--- config.mk ---
export PLATFORM = sky130hd
export DESIGN_NAME = pce_pin_change_detect
export DESIGN_NICKNAME = d
export VERILOG_FILES = /design/src/common/pce_pkg.sv /design/src/pce_pin_change_detect.sv
export SDC_FILE = /design/constraint.sdc
export NUM_CORES = 1
export LEC_CHECK = 0
export BUFFER_PORTS_ARGS = -buffer_cell sky130_fd_sc_hd__buf_2
export CELL_PAD_IN_SITES_DETAIL_PLACEMENT = 1
export CELL_PAD_IN_SITES_GLOBAL_PLACEMENT = 2
export CORE_ASPECT_RATIO = 0.9
export CORE_UTILIZATION = 38
export DETAILED_ROUTE_END_ITERATION = 10
export PLACE_DENSITY = 0.84
export SYNTH_ARGS = -nofsm -noshare
export SYNTH_HDL_FRONTEND = slang
export SYNTH_SLANG_ARGS = --single-unit
--- constraint.sdc ---
create_clock -name core_clk -period 10.19 [get_ports core_clk]
set_input_delay 0.5095 -clock core_clk [delete_from_list [all_inputs] [get_ports core_clk]]
set_output_delay 0.5095 -clock core_clk [all_outputs]
set_load 0.005 [all_outputs]
--- src/common/pce_pkg.sv ---
// Constants and types of the pin change edge detector.
// Assumes one 25 MHz core clock and a 16-bit AXI4-Lite byte address.
// What this block does
// Each pin has a rising edge detector, active only while its rise enable is set.
// Each pin has a falling edge detector, active only while its fall enable is set.
// With both enable bits set, a pin catches edges in both directions.
// An enabled edge sets the pin's flag; interrupt only when module enable is set, or from the sticky wake bit when its own enable is set.
// Any pin or set of pins across ports may feed the interrupt.
// With module enable clear, edges still set flags but raise no interrupt, unless caught in sleep with the wake bit enable set.
// Read-only summary request is the OR of all flags, held until all clear.
// Writing zero clears a flag; writing one leaves it unchanged.
// An edge coinciding with a clearing write leaves its flag set.
// Software should clear flags by masking only bits already seen set.
// With module enable set, a detected change wakes the device from sleep.
// An edge in sleep reaches the flag register on the same clock edge that wake is signalled.
// Reset pin enable or low voltage program enable disables detection on the reset pin.
// Edges found by comparing each pin level with its previous sample.
package pce_pkg;

	localparam int PCE_NPORT = 4;
	localparam int PCE_PW = 8;
	localparam int PCE_AW = 16;
	localparam int PCE_IW = 14;

	// Register indices; byte address is four times the index
	localparam logic [PCE_IW-1:0] PCE_IDX_A_RISE = 14'h1E91;
	localparam logic [PCE_IW-1:0] PCE_IDX_A_FALL = 14'h1E92;
	localparam logic [PCE_IW-1:0] PCE_IDX_A_FLAG = 14'h1E93;
	localparam logic [PCE_IW-1:0] PCE_IDX_B_RISE = 14'h1E9B;
	localparam logic [PCE_IW-1:0] PCE_IDX_B_FALL = 14'h1E9C;
	localparam logic [PCE_IW-1:0] PCE_IDX_B_FLAG = 14'h1E9D;
	localparam logic [PCE_IW-1:0] PCE_IDX_C_RISE = 14'h1EA5;
	localparam logic [PCE_IW-1:0] PCE_IDX_C_FALL = 14'h1EA6;
	localparam logic [PCE_IW-1:0] PCE_IDX_C_FLAG = 14'h1EA7;
	localparam logic [PCE_IW-1:0] PCE_IDX_E_RISE = 14'h1EB9;
	localparam logic [PCE_IW-1:0] PCE_IDX_E_FALL = 14'h1EBA;
	localparam logic [PCE_IW-1:0] PCE_IDX_E_FLAG = 14'h1EBB;
	localparam logic [PCE_IW-1:0] PCE_IDX_CONFIG = 14'h1EC0;
	localparam logic [PCE_IW-1:0] PCE_IDX_STATUS = 14'h1EC1;
	localparam logic [PCE_IW-1:0] PCE_IDX_CLEAR = 14'h1EC2;
	localparam logic [PCE_IW-1:0] PCE_IDX_IRQEN = 14'h1EC3;

	// Port order everywhere: 0 = A, 1 = B, 2 = C, 3 = E
	localparam logic [PCE_IW-1:0] PCE_IDX_RISE [PCE_NPORT] = '{PCE_IDX_A_RISE, PCE_IDX_B_RISE,
		PCE_IDX_C_RISE, PCE_IDX_E_RISE};
	localparam logic [PCE_IW-1:0] PCE_IDX_FALL [PCE_NPORT] = '{PCE_IDX_A_FALL, PCE_IDX_B_FALL,
		PCE_IDX_C_FALL, PCE_IDX_E_FALL};
	localparam logic [PCE_IW-1:0] PCE_IDX_FLAG [PCE_NPORT] = '{PCE_IDX_A_FLAG, PCE_IDX_B_FLAG,
		PCE_IDX_C_FLAG, PCE_IDX_E_FLAG};
	// Pins able to detect change; other bits read zero
	localparam logic [PCE_PW-1:0] PCE_PIN_MASK [PCE_NPORT] = '{8'hFF, 8'hFF, 8'hFF, 8'h08};

	// External reset pin shares port E bit 3
	localparam int PCE_RST_PORT = 3;
	localparam logic [PCE_PW-1:0] PCE_RST_PIN_BIT = 8'h08;

	localparam logic [PCE_PW-1:0] PCE_ENABLE_RST = 8'h00;
	localparam logic [PCE_PW-1:0] PCE_FLAGS_RST = 8'h00;
	localparam int PCE_ST_W = 2;
	localparam int PCE_ST_SUMMARY = 0;
	localparam int PCE_ST_WAKE = 1;
	localparam logic [PCE_ST_W-1:0] PCE_IRQEN_RST = 2'h0;
	localparam logic [PCE_ST_W-1:0] PCE_STATUS_RST = 2'h0;
	localparam logic [1:0] PCE_CFG_RST = 2'h0;
	localparam logic [1:0] PCE_RESP_OKAY = 2'h0;
	localparam logic [1:0] PCE_RESP_SLVERR = 2'h2;

	typedef enum logic [2:0] {
		PCE_SEL_NONE = 3'h0,
		PCE_SEL_RISE = 3'h1,
		PCE_SEL_FALL = 3'h2,
		PCE_SEL_FLAG = 3'h3,
		PCE_SEL_CFG = 3'h4,
		PCE_SEL_STAT = 3'h5,
		PCE_SEL_CLR = 3'h6,
		PCE_SEL_IEN = 3'h7
	} pce_sel_t;

	typedef struct packed {
		pce_sel_t sel;
		logic [1:0] port;
	} pce_dec_t;

	typedef struct packed {
		logic low_voltage_program_enable;
		logic ext_reset_pin_enable;
	} pce_cfg_t;

endpackage : pce_pkg

--- src/pce_pin_change_detect.sv ---
// Pin change edge detector with AXI4-Lite register slave.
// Assumes pin inputs already synchronous to core_clk and a sleep level from the core.
`timescale 1ns/1ps
module pce_pin_change_detect import pce_pkg::*; (
	input wire logic core_clk,
	input wire logic rst,
	input wire logic [PCE_AW-1:0] s_axi_awaddr,
	input wire logic [2:0] s_axi_awprot,
	input wire logic s_axi_awvalid,
	output logic s_axi_awready,
	input wire logic [31:0] s_axi_wdata,
	input wire logic [3:0] s_axi_wstrb,
	input wire logic s_axi_wvalid,
	output logic s_axi_wready,
	output logic [1:0] s_axi_bresp,
	output logic s_axi_bvalid,
	input wire logic s_axi_bready,
	input wire logic [PCE_AW-1:0] s_axi_araddr,
	input wire logic [2:0] s_axi_arprot,
	input wire logic s_axi_arvalid,
	output logic s_axi_arready,
	output logic [31:0] s_axi_rdata,
	output logic [1:0] s_axi_rresp,
	output logic s_axi_rvalid,
	input wire logic s_axi_rready,
	input wire logic [7:0] port_a_pins,
	input wire logic [7:0] port_b_pins,
	input wire logic [7:0] port_c_pins,
	input wire logic [3:0] port_e_pins,
	input wire logic sleep_mode,
	output logic irq,
	output logic change_irq_request,
	output logic wake_req
);

	function automatic pce_dec_t pce_decode(input logic [PCE_AW-1:0] addr);
		pce_dec_t d;
		logic [PCE_IW-1:0] idx;
		d.sel = PCE_SEL_NONE;
		d.port = 2'h0;
		idx = addr[PCE_AW-1:2];
		for (int p = 0; p < PCE_NPORT; p++) begin
			if (idx == PCE_IDX_RISE[p]) begin
				d.sel = PCE_SEL_RISE;
				d.port = 2'(p);
			end
			if (idx == PCE_IDX_FALL[p]) begin
				d.sel = PCE_SEL_FALL;
				d.port = 2'(p);
			end
			if (idx == PCE_IDX_FLAG[p]) begin
				d.sel = PCE_SEL_FLAG;
				d.port = 2'(p);
			end
		end
		if (idx == PCE_IDX_CONFIG) begin
			d.sel = PCE_SEL_CFG;
		end
		if (idx == PCE_IDX_STATUS) begin
			d.sel = PCE_SEL_STAT;
		end
		if (idx == PCE_IDX_CLEAR) begin
			d.sel = PCE_SEL_CLR;
		end
		if (idx == PCE_IDX_IRQEN) begin
			d.sel = PCE_SEL_IEN;
		end
		return d;
	endfunction : pce_decode

	// Bus side state
	logic aw_held_reg;
	logic w_held_reg;
	logic [PCE_AW-1:0] aw_addr_reg;
	logic [PCE_PW-1:0] w_byte_reg;
	logic w_lane0_reg;
	logic awready_reg;
	logic wready_reg;
	logic bvalid_reg;
	logic [1:0] bresp_reg;
	logic arready_reg;
	logic rvalid_reg;
	logic [31:0] rdata_reg;
	logic [1:0] rresp_reg;

	// Detector state
	logic [PCE_PW-1:0] rise_reg [PCE_NPORT];
	logic [PCE_PW-1:0] fall_reg [PCE_NPORT];
	logic [PCE_PW-1:0] flags_reg [PCE_NPORT];
	logic [PCE_PW-1:0] prev_reg [PCE_NPORT];
	logic primed_reg;
	pce_cfg_t cfg_reg;
	logic [PCE_ST_W-1:0] ien_reg;
	logic wake_seen_reg;
	logic summary_reg;
	logic irq_reg;
	logic wake_reg;

	// Write channel handshakes
	wire aw_fire = s_axi_awvalid & awready_reg;
	wire w_fire = s_axi_wvalid & wready_reg;
	wire wr_do = aw_held_reg & w_held_reg & ~bvalid_reg;
	wire aw_held_next = (aw_held_reg & ~wr_do) | aw_fire;
	wire w_held_next = (w_held_reg & ~wr_do) | w_fire;
	wire bvalid_next = wr_do | (bvalid_reg & ~s_axi_bready);
	wire pce_dec_t wr_dec = pce_decode(aw_addr_reg);
	wire wr_hit = (wr_dec.sel != PCE_SEL_NONE);
	// Only lane 0 carries register data; upper lanes are ignored
	wire wr_apply = wr_do & w_lane0_reg;

	// Read channel handshakes
	wire ar_fire = s_axi_arvalid & arready_reg;
	wire rvalid_next = ar_fire | (rvalid_reg & ~s_axi_rready);
	wire pce_dec_t rd_dec = pce_decode(s_axi_araddr);
	wire rd_hit = (rd_dec.sel != PCE_SEL_NONE);

	// Pin vector and reset pin gating
	wire [PCE_PW-1:0] pin_vec [PCE_NPORT];
	assign pin_vec[0] = port_a_pins;
	assign pin_vec[1] = port_b_pins;
	assign pin_vec[2] = port_c_pins;
	assign pin_vec[3] = {4'h0, port_e_pins};
	// reset pin excluded
	wire rst_pin_off = cfg_reg.ext_reset_pin_enable | cfg_reg.low_voltage_program_enable;

	wire [PCE_PW-1:0] rise_next [PCE_NPORT];
	wire [PCE_PW-1:0] fall_next [PCE_NPORT];
	wire [PCE_PW-1:0] flags_next [PCE_NPORT];
	wire [PCE_PW-1:0] new_edges [PCE_NPORT];
	wire [PCE_NPORT-1:0] port_any_edge;
	wire [PCE_NPORT-1:0] port_any_flag;

	genvar gp;
	generate
		for (gp = 0; gp < PCE_NPORT; gp++) begin : g_port
			wire [PCE_PW-1:0] usable;
			wire [PCE_PW-1:0] rise_hit;
			wire [PCE_PW-1:0] fall_hit;
			wire [PCE_PW-1:0] flag_keep;
			wire wr_this = wr_apply & (wr_dec.port == 2'(gp));
			wire flag_wr = wr_this & (wr_dec.sel == PCE_SEL_FLAG);
			wire rise_wr = wr_this & (wr_dec.sel == PCE_SEL_RISE);
			wire fall_wr = wr_this & (wr_dec.sel == PCE_SEL_FALL);
			// reset pin masked
			assign usable = PCE_PIN_MASK[gp] & ~((gp == PCE_RST_PORT && rst_pin_off) ? PCE_RST_PIN_BIT : 8'h00);
			// compare with previous sample
			// rising gated by enable
			assign rise_hit = pin_vec[gp] & ~prev_reg[gp] & rise_reg[gp] & usable & {PCE_PW{primed_reg}};
			// falling gated by enable
			assign fall_hit = ~pin_vec[gp] & prev_reg[gp] & fall_reg[gp] & usable & {PCE_PW{primed_reg}};
			// both directions together
			assign new_edges[gp] = rise_hit | fall_hit;
			// zero clears, one keeps
			assign flag_keep = flag_wr ? w_byte_reg : 8'hFF;
			// set wins over clear
			assign flags_next[gp] = ((flags_reg[gp] & flag_keep) | new_edges[gp]) & PCE_PIN_MASK[gp];
			assign rise_next[gp] = rise_wr ? (w_byte_reg & PCE_PIN_MASK[gp])
				: rise_reg[gp];
			assign fall_next[gp] = fall_wr ? (w_byte_reg & PCE_PIN_MASK[gp])
				: fall_reg[gp];
			assign port_any_edge[gp] = |new_edges[gp];
			// every port feeds summary
			assign port_any_flag[gp] = |flags_next[gp];

			// One flop bank per port
			always_ff @(posedge core_clk or posedge rst) begin
				if (rst) begin
					rise_reg[gp] <= PCE_ENABLE_RST;
					fall_reg[gp] <= PCE_ENABLE_RST;
					flags_reg[gp] <= PCE_FLAGS_RST;
					prev_reg[gp] <= 8'h00;
				end else begin
					rise_reg[gp] <= rise_next[gp];
					fall_reg[gp] <= fall_next[gp];
					flags_reg[gp] <= flags_next[gp];
					prev_reg[gp] <= pin_vec[gp];
				end
			end
		end
	endgenerate

	// OR of every flag
	wire summary_next = |port_any_flag;
	wire any_edge = |port_any_edge;
	wire ien_write = wr_apply & (wr_dec.sel == PCE_SEL_IEN);
	wire clr_write = wr_apply & (wr_dec.sel == PCE_SEL_CLR);
	wire cfg_write = wr_apply & (wr_dec.sel == PCE_SEL_CFG);
	wire [PCE_ST_W-1:0] ien_next = ien_write ? w_byte_reg[PCE_ST_W-1:0] : ien_reg;
	wire change_irq_enable = ien_next[PCE_ST_SUMMARY];
	// Edge caught in sleep sets the sticky bit; set beats clear
	wire wake_seen_next = (sleep_mode & any_edge) | (wake_seen_reg & ~(clr_write & w_byte_reg[PCE_ST_WAKE]));
	wire [PCE_ST_W-1:0] status_next = {wake_seen_next, summary_next};
	// summary interrupt needs module enable; the sticky wake bit needs only its own enable
	// flags kept, no summary interrupt; an edge in sleep still interrupts if the wake bit is enabled
	wire irq_next = |(status_next & ien_next);
	// wake gated by module enable
	// flag and wake load on the same edge
	wire wake_next = sleep_mode & change_irq_enable & summary_next;

	// Read data selection
	wire [PCE_PW-1:0] rd_rise_byte = rise_reg[rd_dec.port];
	wire [PCE_PW-1:0] rd_fall_byte = fall_reg[rd_dec.port];
	wire [PCE_PW-1:0] rd_flag_byte = flags_reg[rd_dec.port];
	wire [PCE_PW-1:0] rd_cfg_byte = {6'h00, cfg_reg};
	wire [PCE_PW-1:0] rd_stat_byte = {6'h00, wake_seen_reg, summary_reg};
	wire [PCE_PW-1:0] rd_ien_byte = {6'h00, ien_reg};
	wire [PCE_PW-1:0] rd_byte =
		(rd_dec.sel == PCE_SEL_RISE) ? rd_rise_byte :
		(rd_dec.sel == PCE_SEL_FALL) ? rd_fall_byte :
		(rd_dec.sel == PCE_SEL_FLAG) ? rd_flag_byte :
		(rd_dec.sel == PCE_SEL_CFG) ? rd_cfg_byte :
		(rd_dec.sel == PCE_SEL_STAT) ? rd_stat_byte :
		(rd_dec.sel == PCE_SEL_IEN) ? rd_ien_byte : 8'h00;

	// Ready drops while a beat is held, so no second beat lands before the write
	always_ff @(posedge core_clk or posedge rst) begin
		if (rst) begin
			aw_held_reg <= 1'b0;
			awready_reg <= 1'b0;
		end else begin
			aw_held_reg <= aw_held_next;
			awready_reg <= ~aw_held_next;
		end
	end

	always_ff @(posedge core_clk or posedge rst) begin
		if (rst) begin
			w_held_reg <= 1'b0;
			wready_reg <= 1'b0;
		end else begin
			w_held_reg <= w_held_next;
			wready_reg <= ~w_held_next;
		end
	end

	always_ff @(posedge core_clk or posedge rst) begin
		if (rst) begin
			aw_addr_reg <= 16'h0000;
		end else if (aw_fire) begin
			aw_addr_reg <= s_axi_awaddr;
		end
	end

	always_ff @(posedge core_clk or posedge rst) begin
		if (rst) begin
			w_byte_reg <= 8'h00;
			w_lane0_reg <= 1'b0;
		end else if (w_fire) begin
			w_byte_reg <= s_axi_wdata[PCE_PW-1:0];
			w_lane0_reg <= s_axi_wstrb[0];
		end
	end

	// Response waits for both beats; unmapped words answer with an error
	always_ff @(posedge core_clk or posedge rst) begin
		if (rst) begin
			bvalid_reg <= 1'b0;
			bresp_reg <= PCE_RESP_OKAY;
		end else begin
			bvalid_reg <= bvalid_next;
			if (wr_do) begin
				bresp_reg <= wr_hit ? PCE_RESP_OKAY : PCE_RESP_SLVERR;
			end
		end
	end

	always_ff @(posedge core_clk or posedge rst) begin
		if (rst) begin
			arready_reg <= 1'b0;
			rvalid_reg <= 1'b0;
		end else begin
			arready_reg <= ~rvalid_next;
			rvalid_reg <= rvalid_next;
		end
	end

	// Read data is captured on acceptance and held until taken
	always_ff @(posedge core_clk or posedge rst) begin
		if (rst) begin
			rdata_reg <= 32'h0000_0000;
			rresp_reg <= PCE_RESP_OKAY;
		end else if (ar_fire) begin
			rdata_reg <= {24'h00_0000, rd_byte};
			rresp_reg <= rd_hit ? PCE_RESP_OKAY : PCE_RESP_SLVERR;
		end
	end

	// Priming stops the first sample after reset counting as an edge
	always_ff @(posedge core_clk or posedge rst) begin
		if (rst) begin
			primed_reg <= 1'b0;
		end else begin
			primed_reg <= 1'b1;
		end
	end

	always_ff @(posedge core_clk or posedge rst) begin
		if (rst) begin
			cfg_reg <= PCE_CFG_RST;
		end else if (cfg_write) begin
			cfg_reg <= w_byte_reg[1:0];
		end
	end

	always_ff @(posedge core_clk or posedge rst) begin
		if (rst) begin
			ien_reg <= PCE_IRQEN_RST;
		end else begin
			ien_reg <= ien_next;
		end
	end

	always_ff @(posedge core_clk or posedge rst) begin
		if (rst) begin
			wake_seen_reg <= 1'b0;
			summary_reg <= 1'b0;
		end else begin
			wake_seen_reg <= wake_seen_next;
			summary_reg <= summary_next;
		end
	end

	// Request lines leave straight from flops, loaded on the same edge as the flags
	always_ff @(posedge core_clk or posedge rst) begin
		if (rst) begin
			irq_reg <= 1'b0;
			wake_reg <= 1'b0;
		end else begin
			irq_reg <= irq_next;
			wake_reg <= wake_next;
		end
	end

	assign s_axi_awready = awready_reg;
	assign s_axi_wready = wready_reg;
	assign s_axi_bvalid = bvalid_reg;
	assign s_axi_bresp = bresp_reg;
	assign s_axi_arready = arready_reg;
	assign s_axi_rvalid = rvalid_reg;
	assign s_axi_rdata = rdata_reg;
	assign s_axi_rresp = rresp_reg;
	assign irq = irq_reg;
	assign change_irq_request = summary_reg;
	assign wake_req = wake_reg;

endmodule : pce_pin_change_detect

### Word level (Yosys, flattened, before mapping)

Index checks and enable logic that the tools add are counted.

| operators by class | value |
|---|---|
| multiplexer cells | 55 |
| order comparisons | 1 |
| reduce and logical (&&, ||, !) cells | 6 |
| bitwise gates (word level) | 97 |
| equality and inequality tests | 47 |

Operator list:

| operator | count |
|---|---|
| $eq 14x13->1 const B | 32 |
| $and 8x8->8 | 23 |
| $mux 8 | 12 |
| $mux 4 | 18 |
| $or 8x8->8 | 7 |
| $bmux 8 s2 | 3 |
| $not 8->8 | 6 |
| $and 8x4->8 | 5 |
| $and 1x1->1 | 34 |
| $reduce_or 32->1 | 1 |
| $mux 3 | 10 |
| $mux 5 | 6 |
| $reduce_or 25->1 | 1 |
| $eq 3x3->1 const B | 6 |
| $not 4->8 | 2 |
| $eq 3x2->1 const B | 4 |
| $mux 2 | 6 |
| $and 4x8->8 | 1 |
| $not 1->1 | 8 |
| $eq 3x1->1 const B | 2 |
| $or 1x1->1 | 6 |
| $reduce_bool 3->1 | 2 |
| $and 4x4->4 | 1 |
| $eq 2x2->1 const B | 2 |
| other kinds (8) | 8 |

| storage, ports and cells | value |
|---|---|
| input port bits | 110 |
| bits in registers | 156 |
| word-level logic and storage cells | 243 |

### Longest topological paths before layout

| depth | value |
|---|---|
| depth after elaboration | 25 |
| gate-level depth with buffers | 11 |

### Worst setup path after synthesis

No wires, ideal clock.

| path | value |
|---|---|
| path type | reg-to-reg |
| start | register aw_addr_reg[4] |
| end | register irq_reg, in the netlist irq |
| path buffers | 1 |
| library setup time | 129 ps |
| arrival | 2637 ps |
| stages on the path, launching flop included | 10 |
| slack | 7425 ps |
| required time | 10061 ps |
| path through | dfrtp_1 or3_4 o22a_4 o32a_4 buf_6 o31ai_1 nand4_1 a211o_1 nor4b_4 o21ai_1 |

| on the way | value |
|---|---|
| longest elaborated chain between the ends | 25 |
| elaborated cells on any way between the ends | 69 |

RTL lines:

| item | RTL line | source |
|---|---|---|
| start: declaration | pce_pin_change_detect.sv:74 | `logic [PCE_AW-1:0] aw_addr_reg;` |
| start signal: assignment | pce_pin_change_detect.sv:240 | `aw_addr_reg <= s_axi_awaddr;` |
| $eq 14x13->1 | pce_pin_change_detect.sv:43 | `if (idx == PCE_IDX_RISE[p]) begin` |
| $mux 3 | pce_pin_change_detect.sv:43 |  |
| $mux 4 | pce_pin_change_detect.sv:47 | `if (idx == PCE_IDX_FALL[p]) begin` |
| $mux 4 | pce_pin_change_detect.sv:51 | `if (idx == PCE_IDX_FLAG[p]) begin` |
| $mux 4 | pce_pin_change_detect.sv:43 |  |
| $mux 4 | pce_pin_change_detect.sv:47 |  |
| $mux 4 | pce_pin_change_detect.sv:51 |  |
| $mux 4 | pce_pin_change_detect.sv:43 |  |
| [... 10 more ...] | n/a |  |
| $and 1x1->1, on equally long branches | pce_pin_change_detect.sv:141, pce_pin_change_detect.sv:186 |  |
| $mux 4, or another cell as far along | pce_pin_change_detect.sv:154 | `assign flag_keep = flag_wr ? w_byte_reg : 8'hFF;` |
| $and 4x4->4, or another cell as far along | pce_pin_change_detect.sv:156 | `assign flags_next[gp] = ((flags_reg[gp] & flag_keep) \| new_edges[gp]) & PCE_PIN_MASK[gp];` |
| $or 4x4->4, or another cell as far along | pce_pin_change_detect.sv:156 |  |
| $reduce_or 25->1 / $or 1x1->1 (equally long branches) | pce_pin_change_detect.sv:183, pce_pin_change_detect.sv:191 |  |
| $and 2x2->2 * | pce_pin_change_detect.sv:195 | `wire irq_next = \|(status_next & ien_next);` |
| $reduce_or 2->1 * | pce_pin_change_detect.sv:195 |  |
| via irq_next | pce_pin_change_detect.sv:195 |  |
| end signal: assignment | pce_pin_change_detect.sv:329 | `irq_reg <= irq_next;` |
| end: declaration | pce_pin_change_detect.sv:96 | `logic irq_reg;` |

Mark *: on every way through the listed nets, which the timed path passes. The rest lies on a longest branch.
A chain may end at the register's enable or synchronous reset.

### Worst setup path after layout

| path | value |
|---|---|
| start | register aw_addr_reg[15] |
| end | register irq_reg, in the netlist irq |

The elaborated chain is that of the path after synthesis.

==> out/results.ini <==
[die]
core_um2 = 20050
die_area_um2 = 21150
core.rowCount = 49
start_util = 0.3900
ios = 154
die_h_um = 138.1
die_w_um = 153.2

[route]
via_per_inst = 5.777
drc = 0
wirelength_um = 23720
first_pass_iters = 5
vias = 6239
wire_per_inst_um = 21.96
dr.first_iter.drc_count = 352
ant_nets = 0

[outcome]
status = finished, final reports clean

[sta]
fin_crit_sh = 0.3413
tns_ps = 0
rsz0062_at_grt = false
layout_setup_ws_ps = 6712
slew_headroom = 0.3579
fin_worst_skew_ps = 13.54
timing.fmax_mhz = 287.5
maxSlewViolCount = 0
min_period_ps = 3478
tightestPinTransition_ps = 959.1
final_hold_viol_count = 0
setup-violations-final = 0

[logic_synthesis]
synthArstFlopShare = 1.000
synth_seq_area_share = 0.4769
yosys_warnings = 0
ys_ff_latch = 149
synth_edf_count = 0
avgSynthCellArea_um2 = 10.52
synth.area.top_cells = dfrtp_1 48%, mux2_2 11%, nand2_1 4.0%, nand4b_1 3.9%, mux2i_1 3.3%
synth_fa_ha_area_frac = 0
synth_compound_area_frac = 0.1266
synth_xor_xnor_area_share = 0.002240
synth_cells = 743
synth_cell_types = 70
yosys.area_share.simple = 0.1930
synth_top_family_by_area = simple AND/OR/NAND/NOR gates
synth_top_flop_cell = dfrtp_1
yosys.area.top_type = dfrtp_1
netlist.area_leader.share = 0.4769
synthMuxAreaShare = 0.1471
syn-cell-area_um2 = 7819

[final_layout]
diodes = 0
layout_common_cells = 149 x dfrtp_1, 87 x buf_2, 83 x nand2_1
final_common_cell = dfrtp_1
syn2layout_area_growth_pct = 14.64
nets = 922
drive_gt1_frac = 0.2630

[flow_run]
cap_violations = 0

[critical_path]
setup.worst_path.end_class = flop
crit_type = reg -> reg
crit_top_cell = nand3_1
cp.required_ps = 10490
path_max_fanout = 8
crit_buf_inv = 0
crit_family = simple AND/OR/NAND/NOR gates
slowest_stage = o41ai_1
worstSetupStartpointType = flop
cpPeakStageDelay_ps = 780
worst_ep_arrival_time_ps = 3780
path_cells = nand2b_1 -> nor2_1 -> nand3_1 -> o41ai_1 -> nand3_1 -> a211o_1 -> nor4b_4 -> o21ai_1

[clock_network]
tritoncts = built
htree_levels = 4
cts-buffers-inserted = 17
cts_hold_buf = 0
cts-resized-gates = 0
cts.reportedPaths.clkPinSlew_ps = 70
cts_setup_buffers = 0
ctsRootBufferMaster = clkbuf_16
clk_latency_ps = 430
clock_sinks = 149
cts.path.max_buffers = 2

[placed_design]
dp_worst_setup_slack_ps = 6807
portBuffers = 87
routabilityCongestion = 0.8804
place_hpwl_um = 16450

[grt]
grt_max_degree = 89
grt_antenna_before_repair = 0
grt_util_all_layers = 0.2331
grt_remaining_overflow = 0
grt_pass1_wl_um = 37790
grt_pass1_vias = 6618

[pwr]
peakVddDrop_mv = 0.1193
p_per_area_nw_per_um2 = 191.6
leakage_uw = 0.004227

[worst_hold_path]
hold_path_class = in -> reg

==> worst paths after layout <==
check,start,end,slack [ps],cells after the start
max,aw_addr_reg[15],irq,6710,8
max reg2reg,aw_addr_reg[15],irq,6710,8
max in group asynchronous,rst,fall_reg[16],8630,3
min,port_c_pins[4],prev_reg[12],210,1
min in group asynchronous,rst,s_axi_rdata[3],240,2
min reg2reg,s_axi_rdata[4],s_axi_rdata[4],480,2
==> logic make-up (layout without fill, tap and decap cells) <==
logic type / Yosys count / after routing
AO/OA/AOI/OAI: 144 / 144
XOR/XNOR: 2 / 2
buffers and inverters: 82 / 139
flip-flops: 149 / 149
multiplexers: 105 / 105
other: 2 / 27
AND/OR/NAND/NOR: 259 / 259
==> synthesized netlist by cell type, types with 3 or more instances <==
cell type and number:
nand3_1 21, and2_1 4, nor2_1 36, mux2_2 79, or4_1 5, or3_1 7
a2111oi_0 3, a21o_1 13, nor2b_1 7, a21oi_1 30, dfrtp_1 149, nor4_1 6
nor4b_1 4, nand3b_1 16, nand4_1 6, and3b_1 3, o31ai_1 9, mux2i_1 26
buf_2 3, nand4b_1 35, nor3_1 3, nor3b_1 3, buf_4 26, nor4bb_1 3
inv_1 14, a211oi_1 16, nand2_1 83, clkbuf_1 36, o41ai_1 5, o21ai_0 30
nand2b_1 5, a22o_1 3, o21ai_1 7
==> metal layers <==
layer,GRT usage,part of all wire,vias up
met1,0.3194,0.46,3195
met4,0.07868,0.021,0
met2,0.3672,0.47,179
li1,-,-,2836
met5,0,0,-
met3,0.04828,0.052,29
==> final cells by class <==
| type | count | area (µm²) |
|---|---|---|
| Clock inverter | 15 | 168.9 |
| Sequential cell | 149 | 3729 |
| Multi-Input combinational cell | 537 | 3784 |
| Clock buffer | 17 | 425.4 |
| Tap cell | 255 | 319.1 |
| Fill cell | 2212 | 11080 |
| Inverter | 14 | 57.56 |
| Timing Repair Buffer | 93 | 480.5 |
==> where the power goes <==
part / switching (µW) / total (µW) / internal, µW
sequential: 140 / 800 / 660
clock: 276 / 643 / 367
combinational: 143 / 274 / 131
total: 560 / 1720 / 1160
==> metrics by stage <==
| stage | utilization | hold slack, ps | instances | cell area [µm²] | total power, µW |
|---|---|---|---|---|---|
| detailed placement | 0.4175 | 474.1 | 1048 | 8369 | 1082 |
| global placement | 0.4175 | 465.8 | 1048 | 8369 | 1060 |
| CTS | 0.4471 | 200.2 | 1080 | 8964 | 1734 |
| floorplan | - | 467.3 | 768 | 7913 | 977.1 |
| global route | 0.4471 | 201.3 | 1080 | 8964 | 1799 |
| finish | 0.4471 | 213.5 | 1080 | 8964 | 1718 |
==> worst reg2reg max path, stage by stage, from the launching register on <==
cell and delay (ps):
dfrtp_1 380, nand2b_1 230, nor2_1 460, nand3_1 540, o41ai_1 780, nand3_1 140
a211o_1 300, nor4b_4 400, o21ai_1 120
Power figures use the tool's default switching activity.
